==> config.mk <==
export PLATFORM = sky130hd
export DESIGN_NAME = bdbt_top
export DESIGN_NICKNAME = d
export VERILOG_FILES = /design/src/rtl/bdbt_pkg.sv /design/src/rtl/bdbt_buf_if.sv /design/src/rtl/bdbt_skid.sv /design/src/rtl/bdbt_top.sv
export SDC_FILE = /design/constraint.sdc
export NUM_CORES = 1
export LEC_CHECK = 0
export BUFFER_PORTS_ARGS = -buffer_cell sky130_fd_sc_hd__buf_2
export CORE_MARGIN = 2
export CORE_UTILIZATION = 52
export DETAILED_ROUTE_END_ITERATION = 8
export PLACE_DENSITY = 0.7
export SYNTH_ARGS = -nofsm -noshare
export SYNTH_HDL_FRONTEND = slang
export SYNTH_SLANG_ARGS = --single-unit
export TNS_END_PERCENT = 100
==> constraint.sdc <==
create_clock -name clock_i -period 3.4 [get_ports clock_i]
set_input_delay 0.17 -clock clock_i [delete_from_list [all_inputs] [get_ports clock_i]]
set_output_delay 0.17 -clock clock_i [all_outputs]
set_load 0.05 [all_outputs]
==> src/rtl/bdbt_pkg.sv <==
package bdbt_pkg;
   // Host word width and host address width.
   localparam int DATA_W = 16;
   localparam int ADDR_W = 22;
   // Burst length, throttled burst length and gap time.
   localparam int BURST_WORDS = 16;
   localparam int THROTTLE_WORDS = 8;
   localparam int GAP_NS = 4000;
   localparam int CLK_PERIOD_NS = 40;
   localparam int GAP_CYCLES = (GAP_NS + CLK_PERIOD_NS - 1) / CLK_PERIOD_NS;
   // Cache depth as address bits.
   localparam int CACHE_AW = 4;
   // Value of the host address counter after reset.
   localparam logic [ADDR_W-1:0] ADDR_RST = 22'h00_0000;
endpackage

==> src/rtl/bdbt_buf_if.sv <==
`timescale 1ns/1ps
// Word stream between the cache side and the host bus side.
interface bdbt_buf_if;
   logic valid;
   logic ready;
   logic [bdbt_pkg::DATA_W-1:0] data;
   modport src (output valid, output data, input ready);
   modport snk (input valid, input data, output ready);
endinterface

==> src/rtl/bdbt_skid.sv <==
`timescale 1ns/1ps
// Two-entry buffer; a receiver stall loses no word.
module bdbt_skid #(
   parameter int W = bdbt_pkg::DATA_W
) (
   // Clock and reset.
   input wire logic clock_i,
   input wire logic reset_n_i,
   // Filling and draining sides.
   bdbt_buf_if.snk in_if,
   bdbt_buf_if.src out_if
);
   logic [W-1:0] mem_ff [2];  // Entry storage.
   logic wr_ff;  // Write index.
   logic rd_ff;  // Read index.
   logic [1:0] cnt_ff;  // Entry count.
   logic push;
   logic pop;
   assign push = in_if.valid && in_if.ready;
   assign pop = out_if.valid && out_if.ready;
   assign in_if.ready = (cnt_ff != 2'h2);
   assign out_if.valid = (cnt_ff != 2'h0);
   assign out_if.data = mem_ff[rd_ff];
   // Storage is written only on an accepted word.
   always_ff @(posedge clock_i) begin
      if (push) begin
         mem_ff[wr_ff] <= in_if.data;
      end
   end
   // Pointers and count.
   always_ff @(posedge clock_i or negedge reset_n_i) begin
      if (!reset_n_i) begin
         wr_ff <= 1'b0;
         rd_ff <= 1'b0;
         cnt_ff <= 2'h0;
      end else begin
         if (push) begin
            wr_ff <= ~wr_ff;
         end
         if (pop) begin
            rd_ff <= ~rd_ff;
         end
         cnt_ff <= cnt_ff + {1'b0, push} - {1'b0, pop};
      end
   end
   a_buf_no_overrun: assert property (@(posedge clock_i) disable iff (!reset_n_i)
      cnt_ff <= 2'h2) else $error("buffer count above two");
endmodule

==> src/rtl/bdbt_top.sv <==
`timescale 1ns/1ps
// Overview of operation
// - After sixteen words, release bus four microseconds.
// - Foreign DMA request ends burst after eight.
// - One address phase, then a data burst.
// - Master handshake per block mode, memory slaves.
// - Non-block memory falls back to single words.
// - Host addresses are twenty-two bits wide.
// - Host data always comes from the cache.
// - Drive fill and bus drain run concurrently.
module bdbt_top #(
   parameter int DW = bdbt_pkg::DATA_W,
   parameter int AW = bdbt_pkg::ADDR_W,
   parameter int CAW = bdbt_pkg::CACHE_AW
) (
   // Clock and reset.
   input wire logic clock_i,
   input wire logic reset_n_i,
   // Job control from firmware.
   input wire logic start_i,
   input wire logic [AW-1:0] start_addr_i,
   input wire logic [15:0] word_count_i,
   output logic busy_o,
   output logic done_o,
   // Drive side write port into the cache.
   input wire logic drv_we_i,
   input wire logic [CAW-1:0] drv_addr_i,
   input wire logic [DW-1:0] drv_data_i,
   // Host bus pins; the inputs are asynchronous to this clock, the outputs are registered on it.
   input wire logic bus_grant_i,
   input wire logic slave_reply_i,
   input wire logic block_ok_i,
   input wire logic other_dma_req_i,
   output logic bus_req_o,
   output logic addr_strobe_o,
   output logic data_strobe_o,
   output logic block_mode_o,
   output logic [AW-1:0] bus_addr_o,
   output logic [DW-1:0] bus_data_o
);
   typedef enum logic [2:0] {ST_IDLE, ST_REQ, ST_ADDR, ST_LOAD, ST_DATA, ST_GAP} bdbt_state_e;
   bdbt_state_e state_ff;
   // Cache memory, the only source of host data.
   logic [DW-1:0] cache_ff [2**CAW];
   logic [CAW-1:0] rd_idx_ff;  // Cache read index.
   // Three-stage synchronisers for the bus pins.
   logic [2:0] gnt_s_ff, rpl_s_ff, blk_s_ff, oth_s_ff;
   logic gnt, rpl, blk, oth;
   logic rpl_seen_ff;  // Reply level agreed in last cycle.
   logic gnt_seen_ff;  // Grant level agreed in last cycle.
   logic blk_seen_ff;  // Block capability level agreed in last cycle.
   logic oth_seen_ff;  // Foreign request level agreed in last cycle.
   logic [4:0] burst_cnt_ff;  // Words moved in this burst.
   logic [15:0] left_ff;  // Words still to move.
   logic [$clog2(bdbt_pkg::GAP_CYCLES+1)-1:0] gap_cnt_ff;
   logic throttle_ff;  // A foreign request was seen this burst.
   logic [AW-1:0] addr_ff;  // Next host word address.
   bdbt_buf_if fill_if();
   bdbt_buf_if bus_if();
   logic [15:0] fed_ff;  // Words still to push into the buffer.
   logic rpl_rise;
   logic burst_end;

   // Agreement of the second and third stages counts as a change.
   function automatic logic sync_level(input logic [2:0] s, input logic prev);
      sync_level = (s[1] == s[2]) ? s[1] : prev;
   endfunction

   // Pins cross into this clock; the first stage feeds only the second.
   always_ff @(posedge clock_i or negedge reset_n_i) begin
      if (!reset_n_i) begin
         gnt_s_ff <= 3'h0;
         rpl_s_ff <= 3'h0;
         blk_s_ff <= 3'h0;
         oth_s_ff <= 3'h0;
      end else begin
         gnt_s_ff <= {gnt_s_ff[1:0], bus_grant_i};
         rpl_s_ff <= {rpl_s_ff[1:0], slave_reply_i};
         blk_s_ff <= {blk_s_ff[1:0], block_ok_i};
         oth_s_ff <= {oth_s_ff[1:0], other_dma_req_i};
      end
   end
   // A pin keeps its last agreed level while stages two and three disagree.
   assign gnt = sync_level(gnt_s_ff, gnt_seen_ff);
   assign blk = sync_level(blk_s_ff, blk_seen_ff);
   assign oth = sync_level(oth_s_ff, oth_seen_ff);
   assign rpl = sync_level(rpl_s_ff, rpl_seen_ff);

   // Reply edge marks one word accepted by the memory slave.
   always_ff @(posedge clock_i or negedge reset_n_i) begin
      if (!reset_n_i) begin
         rpl_seen_ff <= 1'b0;
         gnt_seen_ff <= 1'b0;
         blk_seen_ff <= 1'b0;
         oth_seen_ff <= 1'b0;
      end else begin
         rpl_seen_ff <= rpl;
         gnt_seen_ff <= gnt;
         blk_seen_ff <= blk;
         oth_seen_ff <= oth;
      end
   end
   assign rpl_rise = rpl && !rpl_seen_ff;

   // Drive writes into the cache at any time, even mid transfer.
   always_ff @(posedge clock_i) begin
      if (drv_we_i) begin
         cache_ff[drv_addr_i] <= drv_data_i;
      end
   end

   // Cache words feed the buffer; bus transfer never stalls the drive port.
   assign fill_if.valid = (state_ff != ST_IDLE) && (fed_ff != 16'h0000);
   assign fill_if.data = cache_ff[rd_idx_ff];
   always_ff @(posedge clock_i or negedge reset_n_i) begin
      if (!reset_n_i) begin
         rd_idx_ff <= '0;
         fed_ff <= 16'h0000;
      end else if (start_i && state_ff == ST_IDLE) begin
         rd_idx_ff <= '0;
         fed_ff <= word_count_i;
      end else if (fill_if.valid && fill_if.ready) begin
         rd_idx_ff <= rd_idx_ff + 1'b1;
         fed_ff <= fed_ff - 16'h0001;
      end
   end

   bdbt_skid #(.W(DW)) u_skid (
      .clock_i(clock_i),
      .reset_n_i(reset_n_i),
      .in_if(fill_if),
      .out_if(bus_if)
   );

   // Burst ends at sixteen, or at eight after a foreign request.
   assign burst_end = (burst_cnt_ff == 5'(bdbt_pkg::BURST_WORDS - 1))
      || ((throttle_ff || oth) && burst_cnt_ff >= 5'(bdbt_pkg::THROTTLE_WORDS - 1))
      || !block_mode_o || (left_ff == 16'h0001);
   // The buffer drains only when a word is latched onto the bus.
   // A word waits while the last reply is still high, so none is popped twice.
   assign bus_if.ready = (state_ff == ST_LOAD) && !rpl;

   // Transfer sequencer, bus master side of the handshake.
   always_ff @(posedge clock_i or negedge reset_n_i) begin
      if (!reset_n_i) begin
         state_ff <= ST_IDLE;
         burst_cnt_ff <= 5'h00;
         left_ff <= 16'h0000;
         gap_cnt_ff <= '0;
         throttle_ff <= 1'b0;
         addr_ff <= bdbt_pkg::ADDR_RST;
      end else begin
         case (state_ff)
            ST_IDLE: begin
               if (start_i && word_count_i != 16'h0000) begin
                  addr_ff <= start_addr_i;
                  left_ff <= word_count_i;
                  state_ff <= ST_REQ;
               end
            end
            ST_REQ: begin
               burst_cnt_ff <= 5'h00;
               throttle_ff <= 1'b0;
               if (gnt && !rpl) begin
                  state_ff <= ST_ADDR;
               end
            end
            ST_ADDR: begin
               // One address reference opens the burst.
               if (rpl_rise) begin
                  state_ff <= ST_LOAD;
               end
            end
            ST_LOAD: begin
               // The next strobe waits for the reply to fall, or its edge is lost.
               if (bus_if.valid && !rpl) begin
                  state_ff <= ST_DATA;
               end
            end
            ST_DATA: begin
               if (oth) begin
                  throttle_ff <= 1'b1;
               end
               if (rpl_rise) begin
                  addr_ff <= addr_ff + 1'b1;
                  left_ff <= left_ff - 16'h0001;
                  burst_cnt_ff <= burst_cnt_ff + 5'h01;
                  if (burst_end) begin
                     gap_cnt_ff <= '0;
                     state_ff <= ST_GAP;
                  end else begin
                     state_ff <= ST_LOAD;
                  end
               end
            end
            ST_GAP: begin
               // Bus is released; others get their interrupts and DMA in.
               gap_cnt_ff <= gap_cnt_ff + 1'b1;
               if (left_ff == 16'h0000) begin
                  state_ff <= ST_IDLE;
               end else if (!block_mode_o) begin
                  state_ff <= ST_REQ;
               end else if (gap_cnt_ff == ($bits(gap_cnt_ff))'(bdbt_pkg::GAP_CYCLES - 1)) begin
                  state_ff <= ST_REQ;
               end
            end
            default: begin
               state_ff <= ST_IDLE;
            end
         endcase
      end
   end

   // Block mode sampled from memory at each address phase.
   always_ff @(posedge clock_i or negedge reset_n_i) begin
      if (!reset_n_i) begin
         block_mode_o <= 1'b0;
      end else if (state_ff == ST_ADDR && rpl_rise) begin
         block_mode_o <= blk;
      end
   end

   // Bus pins registered from state.
   always_ff @(posedge clock_i or negedge reset_n_i) begin
      if (!reset_n_i) begin
         bus_req_o <= 1'b0;
         addr_strobe_o <= 1'b0;
         data_strobe_o <= 1'b0;
         bus_addr_o <= '0;
         bus_data_o <= '0;
         busy_o <= 1'b0;
         done_o <= 1'b0;
      end else begin
         bus_req_o <= (state_ff == ST_REQ);
         addr_strobe_o <= (state_ff == ST_ADDR);
         data_strobe_o <= (state_ff == ST_DATA);
         bus_addr_o <= addr_ff;
         if (bus_if.valid && bus_if.ready) begin
            bus_data_o <= bus_if.data;
         end
         busy_o <= (state_ff != ST_IDLE);
         done_o <= (state_ff == ST_GAP) && (left_ff == 16'h0000);
      end
   end

   // A burst never counts past sixteen words.
   a_burst_max_len: assert property (@(posedge clock_i) disable iff (!reset_n_i)
      burst_cnt_ff <= 5'(bdbt_pkg::BURST_WORDS)) else $error("burst above sixteen words");
   // Once throttled, the eighth accepted word closes the burst.
   a_throttle_len_cap: assert property (@(posedge clock_i) disable iff (!reset_n_i)
      throttle_ff && state_ff == ST_DATA && rpl_rise && burst_cnt_ff >= 5'(bdbt_pkg::THROTTLE_WORDS - 1)
      |=> state_ff == ST_GAP) else $error("throttled burst above eight");
   // The bus stays released through the start of the pause.
   a_gap_no_request: assert property (@(posedge clock_i) disable iff (!reset_n_i)
      state_ff == ST_GAP && block_mode_o && left_ff != 16'h0000 && gap_cnt_ff == '0 |=> !bus_req_o [*8])
      else $error("bus requested inside gap");
   // No data strobe is raised while the previous reply is still high.
   a_load_waits_low: assert property (@(posedge clock_i) disable iff (!reset_n_i)
      state_ff == ST_LOAD && rpl |=> state_ff == ST_LOAD) else $error("strobe raised before reply fell");
   // Without block mode every accepted word ends the tenure.
   a_single_word_mode: assert property (@(posedge clock_i) disable iff (!reset_n_i)
      state_ff == ST_DATA && rpl_rise && !block_mode_o |=> state_ff == ST_GAP)
      else $error("single word mode kept the bus");
endmodule

Word level (Yosys, flattened, before mapping)
Memories as Yosys holds them, arrays and structs flattened. A register that Yosys moved wholly into a read port is not among the register bits.
Cells that the tools add are included.
{"block": "totals", "regBits": 122, "ram_bits": 288, "input_bits": 66, "word_cells": 130, "memories": 2}
{"memory": "cache_ff", "depth": 16, "word_bits": 16, "rd": 1, "rd_ports_with_merged_regs": 0, "write_ports": 1, "line": "bdbt_top.sv:44", "text": "logic [DW-1:0] cache_ff [2**CAW];"}
{"memory": "u_skid.mem_ff", "depth": 2, "word_bits": 16, "rd": 1, "rd_ports_with_merged_regs": 1, "write_ports": 1, "line": "bdbt_skid.sv:13", "text": "logic [W-1:0] mem_ff [2];"}
{"block": "classes", "n_addsub": 8, "n_lt_le_gt_ge": 1, "eq_ne": 21, "muxes": 35, "bitwise": 2, "n_reduce_logical": 35}
{"op": "$mux 16", "n": 4}
{"op": "$mux 22", "n": 2}
{"op": "$pmux 22 s2", "n": 1}
{"op": "$pmux 16 s2", "n": 1}
{"op": "$reduce_bool 16->1", "n": 2}
{"op": "$sub 16x1->16 const B", "n": 2}
{"op": "$mux 3", "n": 9}
{"op": "$add 22x1->22 const B", "n": 1}
{"op": "$pmux 3 s6", "n": 1}
{"op": "$eq 16x1->1 const B", "n": 1}
{"op": "$logic_not 16->1", "n": 1}
{"op": "$mux 7", "n": 2}
{"op": "$pmux 7 s2", "n": 1}
{"op": "$logic_and 1x1->1", "n": 12}
{"op": "$ne 2x2->1 const B", "n": 6}
{"op": "$pmux 5 s2", "n": 1}
{"op": "$reduce_bool 2->1", "n": 5}
{"op": "$mux 1", "n": 9}
{"op": "$mux 4", "n": 2}
{"op": "$add 7x1->7 const B", "n": 1}
{"op": "$eq 7x7->1 const B", "n": 1}
{"op": "$eq 3x2->1 const B", "n": 2}
{"op": "$eq 3x3->1 const B", "n": 2}
{"op": "$reduce_and 3->1", "n": 2}
{"op": "19 further kinds", "n": 31}

Longest topological paths before layout
Gate-level depths: netlist of the first run.
{"block": "depth", "depth_word": 10, "depth_mapped": 11, "depth_no_buf": 9}

Cells and area by module
Synthesis of the first run repeated with hierarchy kept, for this count alone.
{"block": "hier_totals", "hier_cells": 1075, "hier_area_um2": 17478.0}
{"module": "bdbt_top", "n_inst": 1, "cells_per_inst": 1008, "area_each_um2": 16115.5, "seq_area_each_um2": 11040.6}
{"module": "bdbt_skid", "n_inst": 1, "cells_per_inst": 67, "area_each_um2": 1362.6, "seq_area_each_um2": 1061.0}

Least setup slack after synthesis of the first run
Ideal clock, no wire load.
{"block": "synth_timing", "path_kind": "reg-to-reg", "start": "register fed_ff[0]", "end": "memory u_skid.mem_ff[1][0] in the netlist's numbering, enable pin", "arrival_time_ns": 2.111, "t_required_ns": 3.081, "path_slack_ns": 0.970, "stages_incl_launch_ff": 9, "period_less_slack_ns": 2.430, "cell_sequence": "dfrtp_1 > inv_1 > ha_1 > nor3b_2 > nand3_2 > o311ai_4 > inv_2 > buf_2 > and2_1"}
{"block": "synth_via", "elab_chain_cells": 5}
{"item": "from (decl)", "line": "bdbt_top.sv:60", "text": "logic [15:0] fed_ff;"}
{"item": "from (signal assigned)", "line": "bdbt_top.sv:121", "text": "fed_ff <= word_count_i;"}
{"item": "from (signal assigned)", "line": "bdbt_top.sv:124", "text": "fed_ff <= fed_ff - 16'h0001;"}
{"item": "$reduce_bool 16->1", "line": "bdbt_top.sv:113", "text": "assign fill_if.valid = (state_ff != ST_IDLE) && (fed_ff != 16'h0000);"}
{"item": "$logic_and 1x1->1", "line": "bdbt_top.sv:113"}
{"item": "$logic_and 1x1->1", "line": "bdbt_skid.sv:19", "text": "assign push = in_if.valid && in_if.ready;"}
{"item": "named net u_skid.push", "line": "bdbt_skid.sv:17", "text": "logic push;"}
{"item": "$mux 1", "line": "bdbt_skid.sv:26", "text": "if (push) begin"}
{"item": "$mux 1 (not written as such)", "line": "bdbt_skid.sv:27", "text": "mem_ff[wr_ff] <= in_if.data;"}
{"item": "to (decl)", "line": "bdbt_skid.sv:13"}
The timed path passes the listed nets, and every way through them passes these cells.

Worst setup path in the final report of the first run
{"block": "layout_timing", "start": "register fed_ff[0]", "end": "memory u_skid.mem_ff[1][3] in the netlist's numbering, enable pin"}
{"block": "layout_via", "elab_chain_cells": 5}
{"item": "$reduce_bool 16->1", "line": "bdbt_top.sv:113"}
{"item": "$logic_and 1x1->1", "line": "bdbt_top.sv:113"}
{"item": "$logic_and 1x1->1", "line": "bdbt_skid.sv:19"}
{"item": "$mux 1", "line": "bdbt_skid.sv:26"}
{"item": "$mux 1 (not written as such)", "line": "bdbt_skid.sv:27"}
Every way passes these cells.

==> results by group, run 1 <==
Yosys
  – Async set-reset flop share out of synthesis: 0.324
  – Predominant post-synthesis flop cell: edfxtp_1
  – Cell taking the most area after synthesis: edfxtp_1
  – Register bit total from synthesis: 426
  – Syn_area_per_cell: 15.9 µm²
  – Synth area leaders: edfxtp_1 50%, dfrtp_1 20%, mux4_2 10%
  – Yosys warns: 0
  – Post-Syn Instances: 1088
  – Syn_nets: 1165
  – Yosys top cell area share: 0.500
  – Yosys cell types: roughly 70
  – Post-synth EDFFs: 288
  – Register area share after synthesis: 0.700
  – Mapped cell area: 0.0173 mm²

Setup path
  – CP Max Fanout: 16
  – Crit. End Element: register
  – Worst setup SP type: register
  – Req. time, crit path: 3570 ps
  – Crit Reg-Reg Endpoint: u_skid.mem_ff[1][3]
  – Setup CP Type: reg2reg
  – R2r setup slk: 700 ps
  – Worst r2r src: fed_ff[0]
  – Critical path arrival: 2870 ps
  – R2R cell count: 8

STA
  – Setup TNS Final: 0 ps
  – Max Fclk: 371 MHz
  – Clock Skew: between 15 and 20 ps
  – Crit path time final: 2700 ps
  – Setup-violating endpoint count in the final report: 0
  – Max-slew violations: 0
  – Rel. slew slack: 0.272
  – Fin. Hold Viols: 0
  – Tcrit/Tclk final: 0.793
  – Tightest Pin Transition: 1090 ps
  – Unrepaired setup endpoints after global routing: no

Pwr
  – Switching pwr: 0.00608 W
  – Switching share of power: 0.342
  – Combinational group share of total power: 0.308
  – Maximum vdd drop: 0.000541 V
  – Pleak: 7.52 nW
  – Sequential fraction of design power: 0.416
  – Cell-internal power: 0.0117 W
  – Clock share of power: 0.276
  – Tot Pwr: 0.0178 W
  – PwrDens: ~860 mW/mm²

Global routing
  – Vias in the first global route: around 10000
  – Total gr overflow: 0
  – Pin count of the biggest net entering global routing: 106
  – Initial antenna violation count: 1
  – Gr usage total: 0.229
  – First-pass GRT wire length: slightly above 60000 µm

Floorplan
  – Initial Util: 0.530
  – DIE WIDTH: ~190 µm
  – Rows: between 60 and 70
  – I/O pin count: between 100 and 150
  – Core Box Area: roughly 0.033 mm²
  – Die Y: roughly 190 µm
  – DIE AREA: 0.0347 mm²

Finish
  – Area growth, synth to finish: 18.7%
  – Nets@finish: 1357
  – Layout cells sized above 1: 0.246

Placement
  – Post-detail-place hpwl: 23100 µm
  – Port bufs: 109
  – GPL Wtd Cong: around 0.87

Clocking
  – Root Driver: clkbuf_16
  – H-tree depth: 2
  – CTS Buf Count: 44
  – TritonCTS clock tree: built
  – Clk sinks: 426
  – CTS Buffer Depth: 3
  – Worst-path clk slew: 60 ps
  – Post-CTS Setup Repair Bufs: 0
  – Worst-skew pair later-pin latency: 560 ps

Drt
  – DRT Wirelength: 39000 µm
  – DRT iter0 DRCs: 1006
  – Total number of vias: roughly 10000
  – Drt pass-1 iters: 5
  – Antenna viol nets, final: 0
  – Drt drc: 0
  – Vias per cell: 5.96
  – Drt wl/cell: 22.2 µm

Hold path
  – Cell depth of the worst hold path: 4
  – Worst Hold Class: in2reg
  – Min-delay src: start_addr_i[6]
  – Hold Path Sink: addr_ff[6]

Run
  – Total of max-cap violations: 0

Outcome
  – Outcome: finished clean
-- worst max-delay path by stage --
stage,cells after the start,end,slack (ps),start
after floorplan,8,u_skid.mem_ff[1][0],970,fed_ff[0]
after global placement,8,u_skid.mem_ff[1][9],760,fed_ff[0]
after detailed placement,8,u_skid.mem_ff[1][9],710,fed_ff[0]
after CTS,8,u_skid.mem_ff[1][10],660,fed_ff[0]
after global routing,8,u_skid.mem_ff[1][12],570,fed_ff[0]
final,8,u_skid.mem_ff[1][3],700,fed_ff[0]
-- routing by layer --
layer | global-route usage | vias to the layer above | share of wire
met2 | 0.363 | 431 | 0.48
met4 | 0.0662 | 0 | 0.025
met5 | 0 | - | 0
met3 | 0.0361 | 79 | 0.068
li1 | - | 4655 | -
met1 | 0.332 | 5319 | 0.43
-- cell usage after synthesis, drive strengths merged (3+ instances only) --
library cell and count:
a21o 3, a21oi 58, a22o 4, a22oi 3
a2bb2oi 7, a31oi 9, a32oi 5, a41o 3
a41oi 6, and2 4, and3 9, and4 6
buf 19, clkbuf 37, dfrtp 138, edfxtp 288
ha 11, inv 20, maj3 4, mux2 3
mux2i 19, mux4 80, nand2 86, nand2b 5
nand3 32, nand3b 4, nand4 9, nor2 65
nor3 14, nor4 9, o211ai 5, o21ai 54
o22ai 22, o311ai 4, o32ai 4, or3 3
xnor2 4, xor2 3
-- metrics by stage --
step | utilization | std cells | hold slack [ps] | worst slack [ps] | cell area [µm²]
after global placement | 0.566 | 1620 | 278 | 758 | 18500
after detailed placement | 0.566 | 1620 | 279 | 706 | 18500
after CTS | 0.629 | 1757 | 44.4 | 659 | 20500
after global routing | 0.630 | 1758 | 73.2 | 572 | 20500
after floorplan | - | 1088 | -126 | 970 | 17300
final | 0.630 | 1759 | 66.3 | 704 | 20500
-- area by class of cell --
class / instances / area [µm²]
well taps: 442 / 553
clock buffers: 60 / 1210
fillers: 2327 / 12100
clock inverters: 21 / 290
diodes: 2 / 5.00
repair buffers: 202 / 1400
flip-flops and latches: 426 / 12100
multi-input cells: 586 / 4890
inverters: 20 / 77.6
-- sequential cells by signal, summed over array words and instances, names as in the netlist, 2 cells and up --
register	flops
fed_ff	16
rd_idx_ff	4
left_ff	16
bus_data_o	16
u_skid.cnt_ff	2
gap_cnt_ff	7
addr_ff	22
gnt_s_ff	3
cache_ff	256
u_skid.mem_ff	32
state_ff	3
blk_s_ff	3
burst_cnt_ff	5
bus_addr_o	22
oth_s_ff	3
rpl_s_ff	3
-- worst max-delay path: stages, from the launching register on --
cell and delay, ps:
dfrtp_1 380, inv_1 70, ha_1 220, nor3b_2 160, buf_4 160, nand3_2 120
o311ai_4 110, inv_2 240, and2_1 850
-- layout by cell type, fill, tap and decap left out, drive strengths merged, types with 14 or more instances in the layout --
master         n
clkbuf        60
a21oi         58
nor2          65
o22ai         22
nor3          14
buf          146
edfxtp       288
dfrtp        138
mux2i         19
clkinv        15
mux4          80
inv           20
o21ai         54
nand3         32
nand2         86
dlygate4sd3   56
-- power groups by stage --
stage | registers (W) | clock network, W | logic [W]
global placement | 0.00743 | 0 | 0.00532
finish | 0.00738 | 0.00490 | 0.00548
detailed placement | 0.00747 | 0 | 0.00542
floorplan | 0.00801 | 0 | 0.00339
CTS | 0.00738 | 0.00498 | 0.00551
global route | 0.00750 | 0.00518 | 0.00592
-- cells by family after synthesis --
logic type                 count (synthesis)  synth area share
DFF                                      426             0.700
and+or+nand+nor                          259            0.0748
AOI/OAI and AO/OA                        203            0.0757
muxes                                    102             0.117
buffers and inverters                     76            0.0190
adders and majority gates                 15            0.0103
xor gates and xnor gates                   7           0.00354
-- timing repair --
action | in CTS | in global routing
endpoints found under the hold margin | 402 | 0
gates resized for setup | 0 | 0
hold buffers | 56 | 0
No activity file was read; power rests on OpenSTA's default activity.
==> run 2, diff against run 1 <==
PLACE_DENSITY = 0.73   (was 0.7)
clock period = 2.3 ns   (was 3.4 ns; I/O delays follow)
==> run 2 against run 1 <==
  * Critical path depth is 2 lower
  * Die area did not move
  * Global-route usage is 0.79 points higher
  * Routed wire length grew 4.2%
  * Highest routed layer is now met5
  * Critical endpoint is now gap_cnt_ff[3]
  * Total power increased by 50%
  * Non-clock buffer count grew 41
  * Clock skew up 16 ps
  * Setup slack lost 600 ps
  * Sequential power grew 46%
  * Hold slack got worse by 29 ps
  * Final area is 1.6% higher
==> results by group, run 2 (synthesis gave the netlist of run 1 again) <==
STA
  – Worst setup margin: 105 ps (was 704 ps)
  – Hold Slack: 37.2 ps (was 66.3 ps)
  – Setup TNS Final: 0 ps (unchanged)
  – Setup-violating endpoint count in the final report: 0 (unchanged)
  – Max Fclk: 456 MHz (was 371 MHz)
  – Rel. slew slack: 0.563 (was 0.272)
  – Tcrit/Tclk final: 0.954 (was 0.793)
  – Unrepaired setup endpoints after global routing: no (unchanged)
  – Clock Skew: 31.4 ps (was 15.2 ps)
  – Tightest Pin Transition: 655 ps (was 1090 ps)
  – Max-slew violations: 0 (unchanged)
  – Crit path time final: 2200 ps (was 2700 ps)
  – Fin. Hold Viols: 0 (unchanged)

Clocking
  – TritonCTS clock tree: built (unchanged)
  – Worst-path clk slew: 60 ps (about the same)
  – Clk sinks: 426 (unchanged)
  – Root Driver: clkbuf_16 (unchanged)
  – H-tree depth: 2 (unchanged)
  – CTS Buf Count: 42 (was 44)
  – Worst-skew pair later-pin latency: 560 ps (about the same)
  – CTS Buffer Depth: 3 (unchanged)

Pwr
  – Pleak: 7.71 nW (was 7.52 nW)
  – Combinational group share of total power: 0.338 (was 0.308)
  – Switching share of power: 0.343 (was 0.342)
  – Sequential fraction of design power: 0.406 (was 0.416)
  – Clock share of power: 0.256 (was 0.276)
  – PwrDens: 1280 mW/mm² (was 865 mW/mm²)
  – Maximum vdd drop: 0.000942 V (was 0.000541 V)
  – Cell-internal power: 0.0175 W (was 0.0117 W)
  – Switching pwr: 0.00916 W (was 0.00608 W)

Finish
  – Most common cell after layout, fill and taps aside: edfxtp_1 (unchanged)
  – Multi-input gate area in the final layout: 0.00494 mm² (was 0.00489 mm²)
  – Diodes inserted: 0 (was 2)
  – Final Non-Filler Cells: 1793 (was 1759)
  – Filler instances: 2219 (was 2327)
  – Largest regs: cache_ff: 256 flops, u_skid.mem_ff: 32 flops (unchanged)
  – Area growth, synth to finish: 20.6% (was 18.7%)
  – Number of flip-flops in the largest register: 256 (unchanged)
  – Most flop-heavy register: cache_ff (unchanged)
  – Register area: 0.0121 mm² (unchanged)
  – Layout cells sized above 1: 0.269 (was 0.246)
  – Commonest non-fill, non-tap cells in the layout: 288 x edfxtp_1, 136 x dfrtp_1, 108 x buf_2 (unchanged)
  – Nets@finish: 1396 (was 1357)

Global routing
  – Vias in the first global route: 10729 (was 10450)
  – Total gr overflow: 0 (unchanged)
  – Gr usage total: 0.236 (was 0.229)
  – Initial antenna violation count: 2 (was 1)
  – First-pass GRT wire length: 63200 µm (was 61300 µm)
  – Pin count of the biggest net entering global routing: 54 (was 106)

Floorplan
  – Core Box Area: 0.0326 mm² (unchanged)
  – DIE WIDTH: 186 µm (unchanged)
  – DIE AREA: 0.0347 mm² (unchanged)
  – I/O pin count: 110 (unchanged)
  – Rows: 66 (unchanged)
  – Die Y: 186 µm (unchanged)
  – Initial Util: 0.530 (unchanged)

Drt
  – DRT iter0 DRCs: 967 (was 1006)
  – Vias per cell: 6.00 (was 5.96)
  – DRT Wirelength: 40700 µm (was 39000 µm)
  – Total number of vias: 10750 (was 10484)
  – Antenna viol nets, final: 0 (unchanged)
  – Drt wl/cell: 22.7 µm (was 22.2 µm)
  – Drt drc: 0 (unchanged)
  – Drt pass-1 iters: 5 (unchanged)

Hold path
  – Worst Hold Class: in2reg (unchanged)
  – Min-delay src: start_addr_i[20] (was start_addr_i[6])
  – Hold Path Sink: addr_ff[20] (was addr_ff[6])
  – Cell depth of the worst hold path: 5 (was 4)

Outcome
  – Outcome: finished clean (unchanged)

Setup path
  – Req. time, crit path: 2710 ps (was 3570 ps)
  – Worst r2r src: left_ff[9] (was fed_ff[0])
  – Critical path arrival: 2610 ps (was 2870 ps)
  – Worst setup SP type: register (unchanged)
  – Crit Reg-Reg Endpoint: gap_cnt_ff[3] (was u_skid.mem_ff[1][3])
  – CP Max Fanout: 7 (was 16)
  – R2R cell count: 6 (was 8)
  – Crit. End Element: register (unchanged)
  – Setup CP Type: reg2reg (unchanged)
  – R2r setup slk: 100 ps (was 700 ps)

Placement
  – Post-detail-place hpwl: 24100 µm (was 23100 µm)
  – Worst slack at placement: 25.6 ps (was 706 ps)
  – GPL Wtd Cong: 0.874 (was 0.872)
  – Placed instance count: 1656 (was 1620)
  – Port bufs: 109 (unchanged)

Run
  – Total of max-cap violations: 0 (unchanged)
## run 2: cell types whose count changed in the layout (fill, tap and decap cells not counted), moves of 2 or more
cell      change
buf_4        +33
buf_12        +7
clkinv_1      +5
clkbuf_8      -3
clkbuf_1      -2
clkinv_2      -2
diode_2       -2
## run 2: worst max path at each step
stage | from | to | slack, ps | cells past startpoint
detailed placement | fed_ff[0] | fed_ff[14] | 30 | 10
CTS | fed_ff[0] | fed_ff[14] | 1 | 10
finish | left_ff[9] | gap_cnt_ff[3] | 100 | 6
floorplan | fed_ff[0] | u_skid.mem_ff[1][0] | 10 | 8
global placement | fed_ff[0] | u_skid.mem_ff[1][3] | 60 | 8
global route | fed_ff[0] | fed_ff[14] | 10 | 9
## run 2: power groups by stage
| stage | clock network, W | registers [W] | logic (W) |
|---|---|---|---|
| 2_1_floorplan | 0 | 0.0118 | 0.00504 |
| 3_3_place_gp | 0 | 0.0109 | 0.00847 |
| 3_5_place_dp | 0 | 0.0110 | 0.00865 |
| 4_1_cts | 0.00692 | 0.0108 | 0.00882 |
| 5_1_grt | 0.00722 | 0.0110 | 0.00970 |
| 6_report | 0.00683 | 0.0108 | 0.00901 |
## run 2: final cells by class
type	count	share of cell area
clock inverters	22	0.0117
flip-flops and latches	426	0.580
repair buffers	243	0.0863
well taps	442	0.0265
clock buffers	54	0.0545
inverters	20	0.00372
multi-input cells	586	0.237
## run 2: repair_timing
item,4_1_cts,5_1_grt
hold endpoints to repair,409,0
setup buffers,0,4
hold buffers,57,0
gates resized for setup,0,9
setup endpoints to repair,0,60
## run 2: metal layers
metal,vias to the layer above,wire length (µm),track usage
met1,5446,16500,0.339
met5,-,13,0
met4,2,861,0.0634
met3,73,3430,0.0376
met2,495,19900,0.382
li1,4734,-,-
## run 2: per-stage QoR
| step | power (W) | cell area, µm² | util |
|---|---|---|---|
| after floorplan | 0.0169 | 17300 | - |
| after global placement | 0.0194 | 18800 | 0.577 |
| after detailed placement | 0.0196 | 18800 | 0.577 |
| after CTS | 0.0266 | 20800 | 0.637 |
| after global routing | 0.0279 | 20900 | 0.639 |
| final | 0.0267 | 20900 | 0.639 |
## run 2: critical path, stage by stage (launching register included)
cell      delay (ps)
dfrtp_1          400
or3_1            460
nor4b_4          320
nand3_1          130
and4bb_2         270
o21ai_2          290
a41oi_1          180
